**src/design/ccc_pkg.sv**
```systemverilog
/*
 Constants for the charge cycle control block: register offsets, field
 positions, reset values, timing constants.
 Assumes a 125 MHz core clock and a 32-bit APB register bus.
*/
package ccc_pkg;
  localparam int CLK_KHZ = 125000;
  localparam logic [7:0] OFF_CTRL = 8'h00;
  localparam logic [7:0] OFF_FAST_CHARGE_CURRENT = 8'h04;
  localparam logic [7:0] OFF_TERM = 8'h08;
  localparam logic [7:0] OFF_STAT = 8'h0c;
  // Control register fields
  localparam int F_CHG_EN = 0;
  localparam int F_THERM_IGN = 1;
  localparam int F_SW_OFF = 2;
  localparam int F_TERM_EN = 3;
  localparam int F_RECHG_SEL = 4;
  localparam int F_SNS_DIS = 5;
  localparam int F_TOPOFF_LO = 6;
  localparam int CTRL_W = 8;
  localparam logic [CTRL_W-1:0] CTRL_RST = 8'h09;
  localparam int FAST_CHARGE_CURRENT_W = 6;
  localparam logic [FAST_CHARGE_CURRENT_W-1:0] FAST_CHARGE_CURRENT_RST = 6'h11;
  localparam int TERM_W = 4;
  localparam logic [TERM_W-1:0] TERM_RST = 4'h2;
  // Status register fields
  localparam int S_MINSYS = 0;
  localparam int S_VLIM = 1;
  localparam int S_ILIM = 2;
  localparam int S_PHASE_LO = 3;
  localparam int S_TOPOFF = 5;
  localparam int S_SWITCH = 6;
  localparam int S_FAULT = 7;
  localparam logic [1:0] PH_OFF = 2'h0;
  localparam logic [1:0] PH_PRE = 2'h1;
  localparam logic [1:0] PH_FAST = 2'h2;
  localparam logic [1:0] PH_DONE = 2'h3;
  localparam logic [1:0] CUR_NONE = 2'h0;
  localparam logic [1:0] CUR_SHORT = 2'h1;
  localparam logic [1:0] CUR_PRE = 2'h2;
  localparam logic [1:0] CUR_FAST = 2'h3;
  // Timer tick and status blink half period, in milliseconds
  localparam int TICK_MS = 1000;
  localparam int BLINK_HALF_MS = 500;
  localparam int TICK_CYC = TICK_MS * CLK_KHZ;
  localparam int BLINK_CYC = BLINK_HALF_MS * CLK_KHZ;
  localparam int TOPOFF_UNIT_TICKS = 900;
  localparam int ALERT_CYC = 8;
  typedef enum logic [2:0] {
    CC_OFF, CC_SHORT, CC_PRE, CC_FAST, CC_TOPOFF, CC_DONE
  } ccc_state_t;
endpackage

```
**src/design/ccc_top.sv**
```systemverilog
/*
 Charge cycle control: cycle start, phase selection, termination,
 recharge, top-off timer, status pin, host alert pulses, APB registers.
 Assumes analog comparators and the safety timer deliver level inputs
 from outside this clock domain; APB master on mclk_i.
*/
// The register addresses and the APB slave port were left to the implementer.
`timescale 1ns/10ps
// Functional notes
// - Minimum-system flag is 1 while system sits at minimum system voltage.
// - Input overcurrent or undervoltage reduces charge current until both limits hold.
// - During power limiting, the flag of the limit in control reads 1.
// - Battery switch on when system drops below battery; off below depletion.
// - Charging enabled only with enable bit 1 and enable pin low.
// - New cycle needs converter, enable, nonzero current, no faults, switch-off bit 0.
// - Terminate on low current, battery above recharge, no limiting or thermal loop.
// - After done, battery below recharge threshold starts a new cycle.
// - After done, toggling enable or replugging the adapter restarts charging.
// - Status pin low charging, high done or disabled, blinking on fault.
// - Phase field: 00 off, 01 precharge, 10 fast, 11 done.
// - Termination sets phase done, status pin high, one alert pulse.
// - After done, battery switch off and converter keeps feeding the system.
// - Remote sensing by default; disable bit or grounded sense input turns it off.
// - Termination threshold comes from the low four bits of the termination register.
// - Top-off timer pauses and halves its rate with the safety timer.
// - Top-off running keeps status pin high and sets the top-off flag.
// - Top-off setting sampled at termination; writing zero stops it at once.
// - Alert pulse on entering top-off and again on its expiry.
module ccc_top
  import ccc_pkg::*;
#(
  parameter int TICK_CYCLES = TICK_CYC,
  parameter int BLINK_CYCLES = BLINK_CYC,
  parameter int TOPOFF_UNIT = TOPOFF_UNIT_TICKS
) (
  input wire logic mclk_i,
  input wire logic rst_i,
  input wire logic psel_i,
  input wire logic penable_i,
  input wire logic pwrite_i,
  input wire logic [7:0] paddr_i,
  input wire logic [31:0] pwdata_i,
  output logic [31:0] prdata_o,
  output logic pready_o,
  output logic pslverr_o,
  input wire logic conv_run_i,
  input wire logic chg_en_n_i,
  input wire logic src_good_i,
  input wire logic therm_fault_i,
  input wire logic safety_fault_i,
  input wire logic safety_pause_i,
  input wire logic safety_half_i,
  input wire logic sys_at_min_i,
  input wire logic iin_over_i,
  input wire logic vin_under_i,
  input wire logic sys_below_bat_i,
  input wire logic bat_depleted_i,
  input wire logic bat_below_2v2_i,
  input wire logic bat_below_3v_i,
  input wire logic fast_charge_current_below_term_i,
  input wire logic bat_above_rechg_i,
  input wire logic thermal_reg_i,
  input wire logic sense_grounded_i,
  output logic stat_o,
  output logic alert_n_o,
  output logic bat_switch_on_o,
  output logic chg_reduce_o,
  output logic [1:0] chg_current_sel_o,
  output logic [TERM_W-1:0] term_thresh_o,
  output logic rechg_sel_o,
  output logic remote_sense_en_o
);
  localparam int NSYNC = 18;
  logic [NSYNC-1:0] raw, sync1, sync2;
  logic conv_run, chg_en_n, src_good, therm_fault, safety_fault, safety_pause;
  logic safety_half, sys_at_min, iin_over, vin_under, sys_below_bat;
  logic bat_depleted, bat_short, bat_low, fast_charge_current_low, bat_full, thermal_reg;
  logic sense_gnd;
  assign raw = {conv_run_i, chg_en_n_i, src_good_i, therm_fault_i, safety_fault_i,
    safety_pause_i, safety_half_i, sys_at_min_i, iin_over_i, vin_under_i,
    sys_below_bat_i, bat_depleted_i, bat_below_2v2_i, bat_below_3v_i,
    fast_charge_current_below_term_i, bat_above_rechg_i, thermal_reg_i, sense_grounded_i};
  assign {conv_run, chg_en_n, src_good, therm_fault, safety_fault, safety_pause,
    safety_half, sys_at_min, iin_over, vin_under, sys_below_bat, bat_depleted,
    bat_short, bat_low, fast_charge_current_low, bat_full, thermal_reg, sense_gnd} = sync2;

  // Two-flop synchronisers, one per pin
  genvar gi;
  generate
    for (gi = 0; gi < NSYNC; gi++) begin : g_sync
      always_ff @(posedge mclk_i) begin
        if (rst_i) begin
          sync1[gi] <= 1'b0;
          sync2[gi] <= 1'b0;
        end else begin
          sync1[gi] <= raw[gi];
          sync2[gi] <= sync1[gi];
        end
      end
    end
  endgenerate

  // Registers and APB slave; answers two cycles after setup
  logic [CTRL_W-1:0] ctrl;
  logic [FAST_CHARGE_CURRENT_W-1:0] fast_charge_current;
  logic [TERM_W-1:0] term_reg;
  logic [7:0] status;
  logic wr_go, rd_go, hit;
  assign hit = (paddr_i == OFF_CTRL) || (paddr_i == OFF_FAST_CHARGE_CURRENT) ||
               (paddr_i == OFF_TERM) || (paddr_i == OFF_STAT);
  assign wr_go = psel_i && penable_i && pready_o && pwrite_i;
  assign rd_go = psel_i && penable_i && !pready_o && !pwrite_i;

  always_ff @(posedge mclk_i) begin
    if (rst_i) begin
      pready_o <= 1'b0;
      pslverr_o <= 1'b0;
      prdata_o <= 32'h0;
    end else begin
      pready_o <= psel_i && penable_i && !pready_o;
      pslverr_o <= psel_i && penable_i && !pready_o && !hit;
      if (rd_go) begin
        case (paddr_i)
          OFF_CTRL: prdata_o <= {24'h0, ctrl};
          OFF_FAST_CHARGE_CURRENT: prdata_o <= {26'h0, fast_charge_current};
          OFF_TERM: prdata_o <= {28'h0, term_reg};
          OFF_STAT: prdata_o <= {24'h0, status};
          default: prdata_o <= 32'h0;
        endcase
      end
    end
  end

  always_ff @(posedge mclk_i) begin
    if (rst_i) begin
      ctrl <= CTRL_RST;
      fast_charge_current <= FAST_CHARGE_CURRENT_RST;
      term_reg <= TERM_RST;
    end else if (wr_go) begin
      if (paddr_i == OFF_CTRL) ctrl <= pwdata_i[CTRL_W-1:0];
      if (paddr_i == OFF_FAST_CHARGE_CURRENT) fast_charge_current <= pwdata_i[FAST_CHARGE_CURRENT_W-1:0];
      if (paddr_i == OFF_TERM) term_reg <= pwdata_i[TERM_W-1:0];
    end
  end

  logic [1:0] topoff_set;
  logic chg_enabled, can_start, fault, limiting, term_hit;
  assign topoff_set = ctrl[F_TOPOFF_LO+1:F_TOPOFF_LO];
  assign chg_enabled = ctrl[F_CHG_EN] && !chg_en_n;
  assign fault = safety_fault || (therm_fault && !ctrl[F_THERM_IGN]);
  assign can_start = conv_run && src_good && chg_enabled && (fast_charge_current != '0) &&
                     !fault && !ctrl[F_SW_OFF];
  assign limiting = iin_over || vin_under;
  // Termination enable is read live here, so clearing it before termination blocks it
  assign term_hit = fast_charge_current_low && bat_full && !limiting && !thermal_reg &&
                    ctrl[F_TERM_EN];

  // Timer tick and blink dividers
  logic [31:0] tick_cnt, blink_cnt;
  logic tick, blink, half_skip;
  always_ff @(posedge mclk_i) begin
    if (rst_i) begin
      tick_cnt <= 32'h0;
      tick <= 1'b0;
      blink_cnt <= 32'h0;
      blink <= 1'b0;
    end else begin
      tick <= (tick_cnt == 32'(TICK_CYCLES - 1));
      tick_cnt <= (tick_cnt == 32'(TICK_CYCLES - 1)) ? 32'h0 : tick_cnt + 32'h1;
      blink_cnt <= (blink_cnt == 32'(BLINK_CYCLES - 1)) ? 32'h0 : blink_cnt + 32'h1;
      if (blink_cnt == 32'(BLINK_CYCLES - 1)) blink <= !blink;
    end
  end

  // Charge cycle state machine
  ccc_state_t state, next_state;
  logic [1:0] topoff_latched;
  logic [31:0] topoff_cnt;
  logic topoff_expire, ev_term, ev_topoff_in;
  assign topoff_expire = (topoff_cnt == 32'(TOPOFF_UNIT) * 32'(topoff_latched));

  always_comb begin
    next_state = state;
    case (state)
      CC_OFF: begin
        if (can_start) begin
          if (bat_short) next_state = CC_SHORT;
          else if (bat_low) next_state = CC_PRE;
          else next_state = CC_FAST;
        end
      end
      CC_SHORT, CC_PRE, CC_FAST: begin
        if (!can_start) next_state = CC_OFF;
        else if (state == CC_SHORT && !bat_short) next_state = CC_PRE;
        else if (state == CC_PRE && !bat_low) next_state = CC_FAST;
        else if (state == CC_FAST && term_hit) begin
          next_state = (topoff_set != 2'h0) ? CC_TOPOFF : CC_DONE;
        end
      end
      CC_TOPOFF: begin
        if (!can_start) next_state = CC_OFF;
        else if (topoff_set == 2'h0 || topoff_expire) next_state = CC_DONE;
      end
      CC_DONE: begin
        // Enable toggle or adapter loss drops to off, off restarts later
        if (!can_start) next_state = CC_OFF;
        else if (!bat_full) next_state = CC_OFF;
      end
      default: next_state = CC_OFF;
    endcase
  end

  always_ff @(posedge mclk_i) begin
    if (rst_i) state <= CC_OFF;
    else state <= next_state;
  end

  // Only a real termination counts; losing a start condition is not one
  assign ev_term = (state == CC_FAST) && (next_state == CC_TOPOFF || next_state == CC_DONE);
  assign ev_topoff_in = ev_term && (next_state == CC_TOPOFF);

  always_ff @(posedge mclk_i) begin
    if (rst_i) begin
      topoff_latched <= 2'h0;
      topoff_cnt <= 32'h0;
      half_skip <= 1'b0;
    end else if (ev_term) begin
      topoff_latched <= topoff_set;
      topoff_cnt <= 32'h0;
      half_skip <= 1'b0;
    end else if (state == CC_TOPOFF && tick && !safety_pause) begin
      half_skip <= safety_half && !half_skip;
      if (!(safety_half && half_skip)) topoff_cnt <= topoff_cnt + 32'h1;
    end
  end

  // Alert pulses: up to three pending events queue up so none is merged; further ones are dropped
  logic [1:0] alert_pend;
  logic [3:0] alert_cnt;
  logic alert_busy;
  logic [1:0] ev_count;
  logic ev_topoff_out;
  logic [2:0] pend_sum;
  assign ev_topoff_out = (state == CC_TOPOFF) && topoff_expire && next_state == CC_DONE;
  assign ev_count = {1'b0, ev_term} + {1'b0, ev_topoff_in} + {1'b0, ev_topoff_out};
  // Wide enough that a burst of events cannot wrap the queue count
  assign pend_sum = {1'b0, alert_pend} + {1'b0, ev_count};

  always_ff @(posedge mclk_i) begin
    if (rst_i) begin
      alert_pend <= 2'h0;
      alert_cnt <= 4'h0;
      alert_busy <= 1'b0;
      alert_n_o <= 1'b1;
    end else begin
      if (!alert_busy && alert_pend != 2'h0) begin
        alert_busy <= 1'b1;
        alert_cnt <= 4'h0;
        alert_n_o <= 1'b0;
        alert_pend <= (pend_sum > 3'h4) ? 2'h3 : 2'(pend_sum - 3'h1);
      end else begin
        alert_pend <= (pend_sum > 3'h3) ? 2'h3 : pend_sum[1:0];
        if (alert_busy) begin
          alert_cnt <= alert_cnt + 4'h1;
          // Low for ALERT_CYC, then high for ALERT_CYC + 1 cycles before the next
          if (alert_cnt == 4'(ALERT_CYC - 1)) alert_n_o <= 1'b1;
          if (alert_cnt == 4'(2 * ALERT_CYC - 1)) alert_busy <= 1'b0;
        end
      end
    end
  end

  // Power path: supplement latch and battery switch
  logic supplement;
  logic charging;
  assign charging = (state == CC_SHORT) || (state == CC_PRE) || (state == CC_FAST) ||
                    (state == CC_TOPOFF);
  always_ff @(posedge mclk_i) begin
    if (rst_i) supplement <= 1'b0;
    else if (bat_depleted) supplement <= 1'b0;
    else if (sys_below_bat) supplement <= 1'b1;
  end

  always_ff @(posedge mclk_i) begin
    if (rst_i) begin
      bat_switch_on_o <= 1'b0;
      chg_reduce_o <= 1'b0;
      chg_current_sel_o <= CUR_NONE;
      term_thresh_o <= TERM_RST;
      rechg_sel_o <= 1'b0;
      remote_sense_en_o <= 1'b0;
      stat_o <= 1'b1;
    end else begin
      // Done state keeps it off unless supplement asks for it
      bat_switch_on_o <= !ctrl[F_SW_OFF] && (charging ||
                         (supplement && !bat_depleted));
      chg_reduce_o <= limiting;
      case (state)
        CC_SHORT: chg_current_sel_o <= CUR_SHORT;
        CC_PRE: chg_current_sel_o <= CUR_PRE;
        CC_FAST: chg_current_sel_o <= CUR_FAST;
        default: chg_current_sel_o <= CUR_NONE;
      endcase
      term_thresh_o <= term_reg;
      rechg_sel_o <= ctrl[F_RECHG_SEL];
      remote_sense_en_o <= !ctrl[F_SNS_DIS] && !sense_gnd;
      if (chg_enabled && fault) stat_o <= blink;
      else stat_o <= !(state == CC_SHORT || state == CC_PRE ||
                       state == CC_FAST);
    end
  end

  // Status register
  logic [1:0] phase;
  always_comb begin
    case (state)
      CC_SHORT, CC_PRE: phase = PH_PRE;
      CC_FAST: phase = PH_FAST;
      CC_TOPOFF, CC_DONE: phase = PH_DONE;
      default: phase = PH_OFF;
    endcase
  end

  always_ff @(posedge mclk_i) begin
    if (rst_i) status <= 8'h0;
    else begin
      status[S_MINSYS] <= sys_at_min;
      status[S_VLIM] <= vin_under;
      status[S_ILIM] <= iin_over;
      status[S_PHASE_LO+1:S_PHASE_LO] <= phase;
      status[S_TOPOFF] <= (state == CC_TOPOFF);
      status[S_SWITCH] <= bat_switch_on_o;
      status[S_FAULT] <= fault;
    end
  end
endmodule // ccc_top

```
**config.mk**
```make
export PLATFORM = sky130hd
export DESIGN_NAME = ccc_top
export DESIGN_NICKNAME = d
export VERILOG_FILES = /design/src/design/ccc_pkg.sv /design/src/design/ccc_top.sv
export SDC_FILE = /design/constraint.sdc
export NUM_CORES = 1
export LEC_CHECK = 0
export BUFFER_PORTS_ARGS = -buffer_cell sky130_fd_sc_hd__buf_2
export CAP_MARGIN = 40
export CORE_MARGIN = 3
export CORE_UTILIZATION = 50
export DETAILED_ROUTE_END_ITERATION = 16
export PLACE_DENSITY = 0.85
export SYNTH_ARGS = -nofsm -noshare
export SYNTH_HDL_FRONTEND = slang
export SYNTH_SLANG_ARGS = --single-unit
```
**constraint.sdc**
```tcl
create_clock -name mclk_i -period 3.2 [get_ports mclk_i]
set_clock_uncertainty 0.2 [all_clocks]
set_input_delay 0.48 -clock mclk_i [delete_from_list [all_inputs] [get_ports mclk_i]]
set_output_delay 0.48 -clock mclk_i [all_outputs]
set_load 0.02 [all_outputs]
```
==> results.ini, run 1 <==
[outcome]
status=complete, but fails checks
violations=negative setup slack

[cells_and_area]
layout.area.seq_um2=3929
final_nets=1088
diodes=0
largestRegisters=blink_cnt: 32 flops, tick_cnt: 32 flops, topoff_cnt: 32 flops
multiInputGateArea_um2=4247
layout_commonest_cell=dfxtp_1
area_growth_pct=15.17
fillers=1398
layout_common_cells=dfxtp_1 (194), nor2_1 (157), buf_2 (59)
drive_gt1_share_pct=16.28
fin_util_pct=58.99

[synthesis]
ys.flop_type=dfxtp_1
synthesis.area_um2=8493
synth.distinct_cells=53
avgSynthCellArea_um2=9.084
synth_edf_count=0
yosysWarnings=0
synth_seq_cells=196
ys_seq_area_share_pct=46.20
synthArstFlopShare_pct=0
syn_inst=935

[global_route]
grt_overflow=0
grt_max_degree=63
grt_pass1_vias=6397
grt_util_all_layers_pct=20.40
antenna_found_initial=0
grt_pass1_wl_um=30620

[clock_tree]
h-tree-depth=4
ctsHoldBuffers=0
cts_buffers=17
cts_tree=yes
cts_sinks=196
clk_pin_slew_ns=0.08
clockRootBuffer=clkbuf_16
clock_path_buffers=2
post-cts-setup-buffers=0
clkLatencyLatePin_ns=0.44

[routing]
ant_nets=0
drc=0
via_per_inst=5.387
route.vias.total=6712
routed_wl_um=18430
wire_per_inst_um=14.79
drt_pass1_iterations=5
drt_iter0_drc=620

[critical_path]
reg2reg_slack_ns=-0.22
cp_top_family=simple AND/OR/NAND/NOR gates
crit_slowest_cell=fa_1
start_kind=register
cp_cell_sequence=nor4_1 > nand4_1 > nor4_4 > nor3b_2 > ha_1 > ha_2 > fa_1 > inv_2 > ha_4 > o21ai_1 > nor2_1 > a311oi_1
cp.arrival_ns=3.56
worst_path_largest_cell_delay_ns=0.49
crit_path_max_fanout=2
cp-end-kind=register
path_class=reg2reg
critPathRequiredTime_ns=3.34
crit_buf_inv=1

[timing]
finalCritPeriodShare_pct=106.9
grt_setup_unrepaired=yes
finalCriticalPeriod_ns=3.422
worstMarginPinSlew_ns=0.6219
setup_slack_ns=-0.2216
finalSetupViolCount=1
final_hold_viol_count=0
final_max_slew_viol_count=0
fmax_mhz=292.3
max_slew_margin_pct=58.54

[die]
rows=47
dieArea_um2=18590
pin_count=109
die_h_um=136.3
die_w_um=136.3
fp.coreArea_um2=16580
initial_utilization_pct=51.21

[worst_hold_path]
hold_class=in2reg

[place]
place_congestion=0.8629
port_buffers=60
hpwlAfterDp_um=12680

[power_and_ir_drop]
ir_drop_v=0.0003864
leakage_nw=3.785
power.total_w=0.005025
power.density_nw_per_um2=513.7

[flow_run]
cap_violations=0

==> synth_stat cells (all sizes together) (2+ instances only) <==
library cell  number  area (µm²)
ha                11       137.6
buf               43       294.0
a22oi              8       60.06
dfxtp            196        3924
o21bai             2       15.01
mux2i             13       130.1
mux2               2       22.52
a21oi             17       85.08
o21ai              6       30.03
nor4b              6       52.55
nor3b              6       50.05
mux4               4       90.09
and4              12       107.6
nand3b             7       52.55
nand2             48       180.2
nor4              33       257.7
a2111o             2       22.52
a22o               2       17.52
nand2b             7       43.79
and2               4       25.02
nand4b             4       35.03
xor2              44       385.4
nor2b             46       287.8
a211o              4       35.03
or3                5       31.28
nor2             157       589.3
xnor2             55       481.7
and3              12       75.07
or2                6       37.54
inv               25       93.84
a2111oi            2       17.52
nand3             53       277.8
nand4             38       237.7
clkbuf            23       86.33
nor3              21       115.1
a311oi             3       26.28
==> power by group <==
part           switching (W)  total (W)  internal [W]
Clock                0.00109    0.00217       0.00108
Combinational       0.000188   0.000313      0.000125
Sequential         0.0000435    0.00254       0.00250
==> metrics by stage <==
| stage | cell area [µm²] | hold WS, ns | std cells | worst slack, ns | TNS, ns |
|---|---|---|---|---|---|
| after floorplan | 8611 | 0.1732 | 958 | -0.01354 | -0.01354 |
| after global placement | 9124 | 0.1887 | 1214 | -0.1649 | -0.1649 |
| after detailed placement | 9124 | 0.1784 | 1214 | -0.3023 | -0.3023 |
| after CTS | 9773 | 0.02987 | 1246 | -0.1733 | -0.1733 |
| after global routing | 9782 | 0.04965 | 1246 | -0.4188 | -0.4188 |
| final | 9782 | 0.04830 | 1246 | -0.2216 | -0.2216 |
==> kinds of logic after synthesis <==
logic type               count (synthesis)  share of synthesized area [%]
other                                    1                        0.04415
buffers and inverters                   91                          5.583
XOR/XNOR                                99                          10.21
AO/OA/AOI/OAI                           49                          3.934
AND/OR/NAND/NOR                        468                          29.32
flip-flops                             196                          46.20
adder cells (fa/ha/maj)                 12                          1.856
multiplexers                            19                          2.858
==> worst register-to-register path, cell delays in order, from the launching register on <==
cell      delay, ns
dfxtp_1        0.32
nor4_1         0.40
nand4_1        0.23
nor4_4         0.39
nor3b_2        0.23
ha_1           0.26
ha_2           0.19
fa_1           0.50
inv_2          0.06
ha_4           0.21
o21ai_1        0.07
nor2_1         0.06
a311oi_1       0.21
==> layer usage <==
layer / share of wire, % / GRT usage [%]
met1: 42 / 25.54
met2: 51 / 35.25
met3: 5.0 / 4.515
met4: 1.8 / 5.991
met5: 0 / 0
==> timing repair <==
| item | 4_1_cts | 5_1_grt |
|---|---|---|
| pin swaps | 2 | 0 |
| setup endpoints to repair | 1 | 1 |
| gates cloned | 0 | 0 |
| gates resized for setup | 5 | 1 |
==> area by class of cell <==
| cell class | instances | area share, % |
|---|---|---|
| multi-input combinational | 671 | 43.41 |
| sequential | 196 | 40.16 |
| tap | 220 | 2.814 |
| clock inverter | 15 | 1.983 |
| timing repair buffer | 102 | 6.319 |
| clock buffer | 17 | 4.349 |
| inverter | 25 | 0.9593 |
==> final timing paths <==
check | startpoint | to | cells after the start
worst min-delay path | sense_grounded_i | sync1[0] | 2
worst max-delay path | topoff_cnt[16] | alert_pend[1] | 12
worst min register to register | sense_gnd | remote_sense_en_o | 1
worst max register to register | topoff_cnt[16] | alert_pend[1] | 12
No activity file was read; power rests on OpenSTA's default activity.
==> run 2, diff against run 1 <==
--- a/config.mk
+++ b/config.mk
@@ -5,6 +5,7 @@
 export SDC_FILE = /design/constraint.sdc
 export NUM_CORES = 1
 export LEC_CHECK = 0
+export ABC_AREA = 1
 export BUFFER_PORTS_ARGS = -buffer_cell sky130_fd_sc_hd__buf_2
 export CAP_MARGIN = 40
 export CORE_MARGIN = 3
==> constraint.sdc (replaced) <==
create_clock -name mclk_i -period 3 [get_ports mclk_i]
set_clock_uncertainty 0.2 [all_clocks]
set_input_delay 0.45 -clock mclk_i [delete_from_list [all_inputs] [get_ports mclk_i]]
set_output_delay 0.45 -clock mclk_i [all_outputs]
set_load 0.02 [all_outputs]
==> run 2 against run 1 <==
Against the previous run:
- the flow still finishes with violations (negative setup slack)
- via count is 31% higher
- sequential share of layout area shrank 4.1 points
- first-iteration DRC count is 4.7% lower
- die area grew 12%
- non-clock buffer count increased by 9
- cell count increased by 39%
- register-to-register slack better by 0.04 ns
- global-route usage increased by 0.59 points
- critical path type unchanged
- largest cell class unchanged
==> results.ini, run 2 <==
[global_route]
grt_pass1_wl_um=36260  ; was 30,620 µm
grt_max_degree=68  ; was 63
grt_pass1_vias=8108  ; was 6,397
grt_overflow=0  ; unchanged
antenna_found_initial=1  ; was 0
grt_util_all_layers_pct=20.99  ; was 20.40%

[cells_and_area]
layout_common_cells=nand2_1 (321), nor2_1 (227), dfxtp_1 (194)  ; was dfxtp_1 (194), nor2_1 (157), buf_2 (59)
layout.area.seq_um2=3926  ; was 3929 µm²
multiInputGateArea_um2=4706  ; was 4247 µm²
fillers=1631  ; was 1,398
instances_no_fill=1728  ; was 1,246
area_growth_pct=14.14  ; was 15.17%
final_nets=1560  ; was 1,088
layout_commonest_cell=nand2_1  ; was dfxtp_1
drive_gt1_share_pct=13.28  ; was 16.28%
largestRegisters=blink_cnt: 32 flops, tick_cnt: 32 flops, topoff_cnt: 32 flops  ; unchanged
final_area_um2=10900  ; was 9782 µm²
fin_util_pct=59.46  ; was 58.99%

[critical_path]
path_class=reg2reg  ; unchanged
timing.rr.start=topoff_latched[1]  ; was topoff_cnt[16]
crit_path_max_fanout=4  ; was 2
endpoint=alert_pend[1]  ; unchanged
reg2reg_slack_ns=-0.19  ; was -0.22 ns
critPathRequiredTime_ns=3.16  ; was 3.34 ns
cp-end-kind=register  ; unchanged
crit_slowest_cell=fa_1  ; unchanged
cp.arrival_ns=3.35  ; was 3.56 ns
r2r_end=alert_pend[1]  ; unchanged
cp-startpoint=topoff_latched[1]  ; was topoff_cnt[16]
worst_path_largest_cell_delay_ns=0.48  ; was 0.49 ns
start_kind=register  ; unchanged
cp_cell_sequence=inv_2 > ha_4 > inv_2 > nand2_1 > nand2_1 > nor2_1 > nand2_1 > nor2_1 > nand2_1 > a21oi_2 > nor2_1 > nor2_1 > ha_1 > ha_2 > fa_1 > inv_1 > ha_1 > o21ai_1 > o21ai_1 > a31oi_1  ; was nor4_1 > nand4_1 > nor4_4 > nor3b_2 > ha_1 > ha_2 > fa_1 > inv_2 > ha_4 > o21ai_1 > nor2_1 > a311oi_1
cp_top_family=adder cells  ; was simple AND/OR/NAND/NOR gates
cp_num_cells=20  ; was 12
reg2reg_depth=20  ; was 12
crit_buf_inv=3  ; was 1

[timing]
finalCriticalPeriod_ns=3.186  ; was 3.422 ns
final_hold_viol_count=0  ; unchanged
finalSetupViolCount=1  ; unchanged
final_max_slew_viol_count=0  ; unchanged
worstMarginPinSlew_ns=0.6613  ; was 0.6219 ns
max_slew_margin_pct=55.91  ; was 58.54%
fmax_mhz=313.9  ; was 292.3 MHz
setup_slack_ns=-0.1860  ; was -0.2216 ns
grt_setup_unrepaired=yes  ; unchanged
finalCritPeriodShare_pct=106.2  ; was 106.9%

[routing]
drc=0  ; unchanged
wire_per_inst_um=12.57  ; was 14.79 µm
wl_met3_um=1356  ; was 919 µm
drt_pass1_iterations=5  ; unchanged
ant_nets=0  ; unchanged
via_per_inst=5.071  ; was 5.387
top_layer=met5  ; was met4
route.met2.wl_um=10320  ; was 9355 µm
routed_wl_um=21720  ; was 18,430 µm
m1WireLength_um=9562  ; was 7825 µm
route.vias.total=8763  ; was 6,712
drt_iter0_drc=591  ; was 620

[clock_tree]
cts_sinks=196  ; unchanged
clk_pin_slew_ns=0.08  ; about the same
clkLatencyLatePin_ns=0.44  ; about the same
clock_path_buffers=2  ; unchanged
cts_tree=yes  ; unchanged
cts_buffers=17  ; unchanged
clockRootBuffer=clkbuf_16  ; unchanged
h-tree-depth=4  ; unchanged

[synthesis]
synth_top_family_by_area=simple AND/OR/NAND/NOR gates  ; unchanged
synthAdderAreaFrac_pct=1.651  ; was 1.856%
synth_compound_area_share_pct=7.887  ; was 3.933%
synth_simple_gate_area_share_pct=35.66  ; was 29.32%
synth_edf_count=0  ; unchanged
ys.flop_type=dfxtp_1  ; unchanged
synth_seq_cells=196  ; unchanged
synth_most_common_cell=nand2_1  ; was dfxtp_1
syn_inst=1384  ; was 935
yosysWarnings=0  ; unchanged
synthesis.area_um2=9550  ; was 8493 µm²
synth_xor_area_share_pct=2.935  ; was 10.21%
synth.area.mux_share_pct=0  ; was 2.858%
netlist.area_leader.share_pct=41.08  ; was 46.20%
synthArstFlopShare_pct=0  ; unchanged
synth.distinct_cells=44  ; was 53
synthTopCellsByCount=nand2_1 (321), nor2_1 (227), dfxtp_1 (196), inv_1 (179), a21oi_1 (90)  ; was dfxtp_1 (196), nor2_1 (157), xnor2_1 (55), nand3_1 (52), nand2_1 (48)
ys_seq_area_share_pct=41.08  ; was 46.20%
avgSynthCellArea_um2=6.901  ; was 9.084 µm²
synthTopCellsByArea=dfxtp_1 (41%), nand2_1 (13%), nor2_1 (8.9%), inv_1 (7.0%), a21oi_1 (4.7%)  ; was dfxtp_1 (46%), nor2_1 (6.9%), xnor2_1 (5.7%), xor2_1 (4.5%), nor2b_1 (3.4%)
yosys.area.top_type=dfxtp_1  ; unchanged

[die]
pin_count=109  ; unchanged
die_h_um=144.2  ; was 136.3 µm
dieArea_um2=20800  ; was 18,590 µm²
die_w_um=144.2  ; was 136.3 µm
initial_utilization_pct=52.10  ; was 51.21%
fp.coreArea_um2=18330  ; was 16,580 µm²
rows=49  ; was 47

[power_and_ir_drop]
leakage_nw=4.310  ; was 3.785 nW
power.density_nw_per_um2=488.1  ; was 513.7 nW/µm²
ir_drop_v=0.0004290  ; was 0.0003864 V

[place]
place_congestion=0.9387  ; was 0.8629
hpwlAfterDp_um=15860  ; was 12,680 µm
dpl.cell_count=1692  ; was 1,214
dpl-instance-area_um2=10260  ; was 9124 µm²
port_buffers=60  ; unchanged

[worst_hold_path]
hold_class=in2reg  ; unchanged

[outcome]
status=complete, but fails checks  ; unchanged
violations=negative setup slack  ; unchanged

[flow_run]
cap_violations=0  ; unchanged

==> run 2: changes by cell type after synthesis, sizes merged, moves of 23 or more <==
cell / delta
o21ai: +35
nor2: +86
nor2b: -46
nand3: +23
a21oi: +74
xnor2: -48
nor3: +32
nor4: -29
inv: +158
nand2: +279
==> run 2: logic make-up (layout without fill, tap and decap cells) <==
| kind of cell | after synthesis | in the layout |
|---|---|---|
| compound gates | 144 | 144 |
| xor+xnor | 32 | 32 |
| fa+ha+maj | 12 | 12 |
| buf+inv | 235 | 326 |
| flops | 196 | 196 |
| other cells | 1 | 25 |
| simple gates | 764 | 764 |
==> run 2: cell type report <==
type,instances,area share [%]
multi-input combinational,976,43.17
inverter,183,6.302
clock inverter,15,1.641
antenna,1,0.02296
sequential,196,36.02
tap,229,2.629
timing repair buffer,111,6.313
clock buffer,17,3.903
==> run 2: how the worst min path moves through the flow <==
| stage | from | to | slack, ns | cells past startpoint |
|---|---|---|---|---|
| 6_report | sense_grounded_i | sync1[0] | 0.008 | 3 |
| 5_1_grt | sys_at_min_i | sync1[10] | 0.01 | 3 |
| 4_1_cts | sense_grounded_i | sync1[0] | 0.003 | 3 |
| 3_5_place_dp | sync1[1] | thermal_reg | 0.19 | 2 |
| 3_3_place_gp | sense_gnd | remote_sense_en_o | 0.18 | 1 |
| 2_1_floorplan | sense_gnd | remote_sense_en_o | 0.17 | 1 |
==> run 2: what timing repair did <==
item | in CTS | in global routing
resized for setup | 3 | 0
gates cloned | 0 | 0
pin swaps | 6 | 1
endpoints found under the setup margin | 1 | 1
setup buffers | 1 | 0
hold buffers | 2 | 0
endpoints found under the hold margin | 2 | 0
==> run 2: routing by layer <==
metal / global-route usage, % / vias to the layer above
li1: - / 4521
met1: 27.60 / 3919
met2: 34.52 / 280
met3: 4.563 / 41
met4: 6.873 / 2
met5: 0 / -
==> run 2: power by group <==
group | internal [W] | total (W) | switching, W
Clock | 0.00114 | 0.00230 | 0.00116
Sequential | 0.00267 | 0.00271 | 0.0000401
Combinational | 0.000107 | 0.000314 | 0.000206
==> run 2: stage by stage <==
step                      hold slack, ns  worst slack (ns)  setup TNS [ns]  total power [W]
after floorplan                   0.1732          -0.03354        -0.03354         0.003013
after global placement            0.1783           -0.1409         -0.1409         0.003064
after detailed placement          0.1922           -0.2451         -0.2451         0.003076
after CTS                       0.002632           -0.2060         -0.2060         0.005352
after global routing             0.01121           -0.3977         -0.3977         0.005501
final                           0.008180           -0.1860         -0.1860         0.005321
==> run 2: worst register-to-register path: stages (launching register included) <==
cell and delay, ns:
dfxtp_2 0.37, inv_2 0.06, ha_4 0.27, inv_2 0.03, nand2_1 0.04, nand2_1 0.05, nor2_1 0.09, nand2_1 0.06
nor2_1 0.08, nand2_1 0.10, a21oi_2 0.13, nor2_1 0.07, nor2_1 0.09, ha_1 0.24, ha_2 0.18, fa_1 0.48
inv_1 0.05, ha_1 0.26, o21ai_1 0.08, o21ai_1 0.07, a31oi_1 0.14
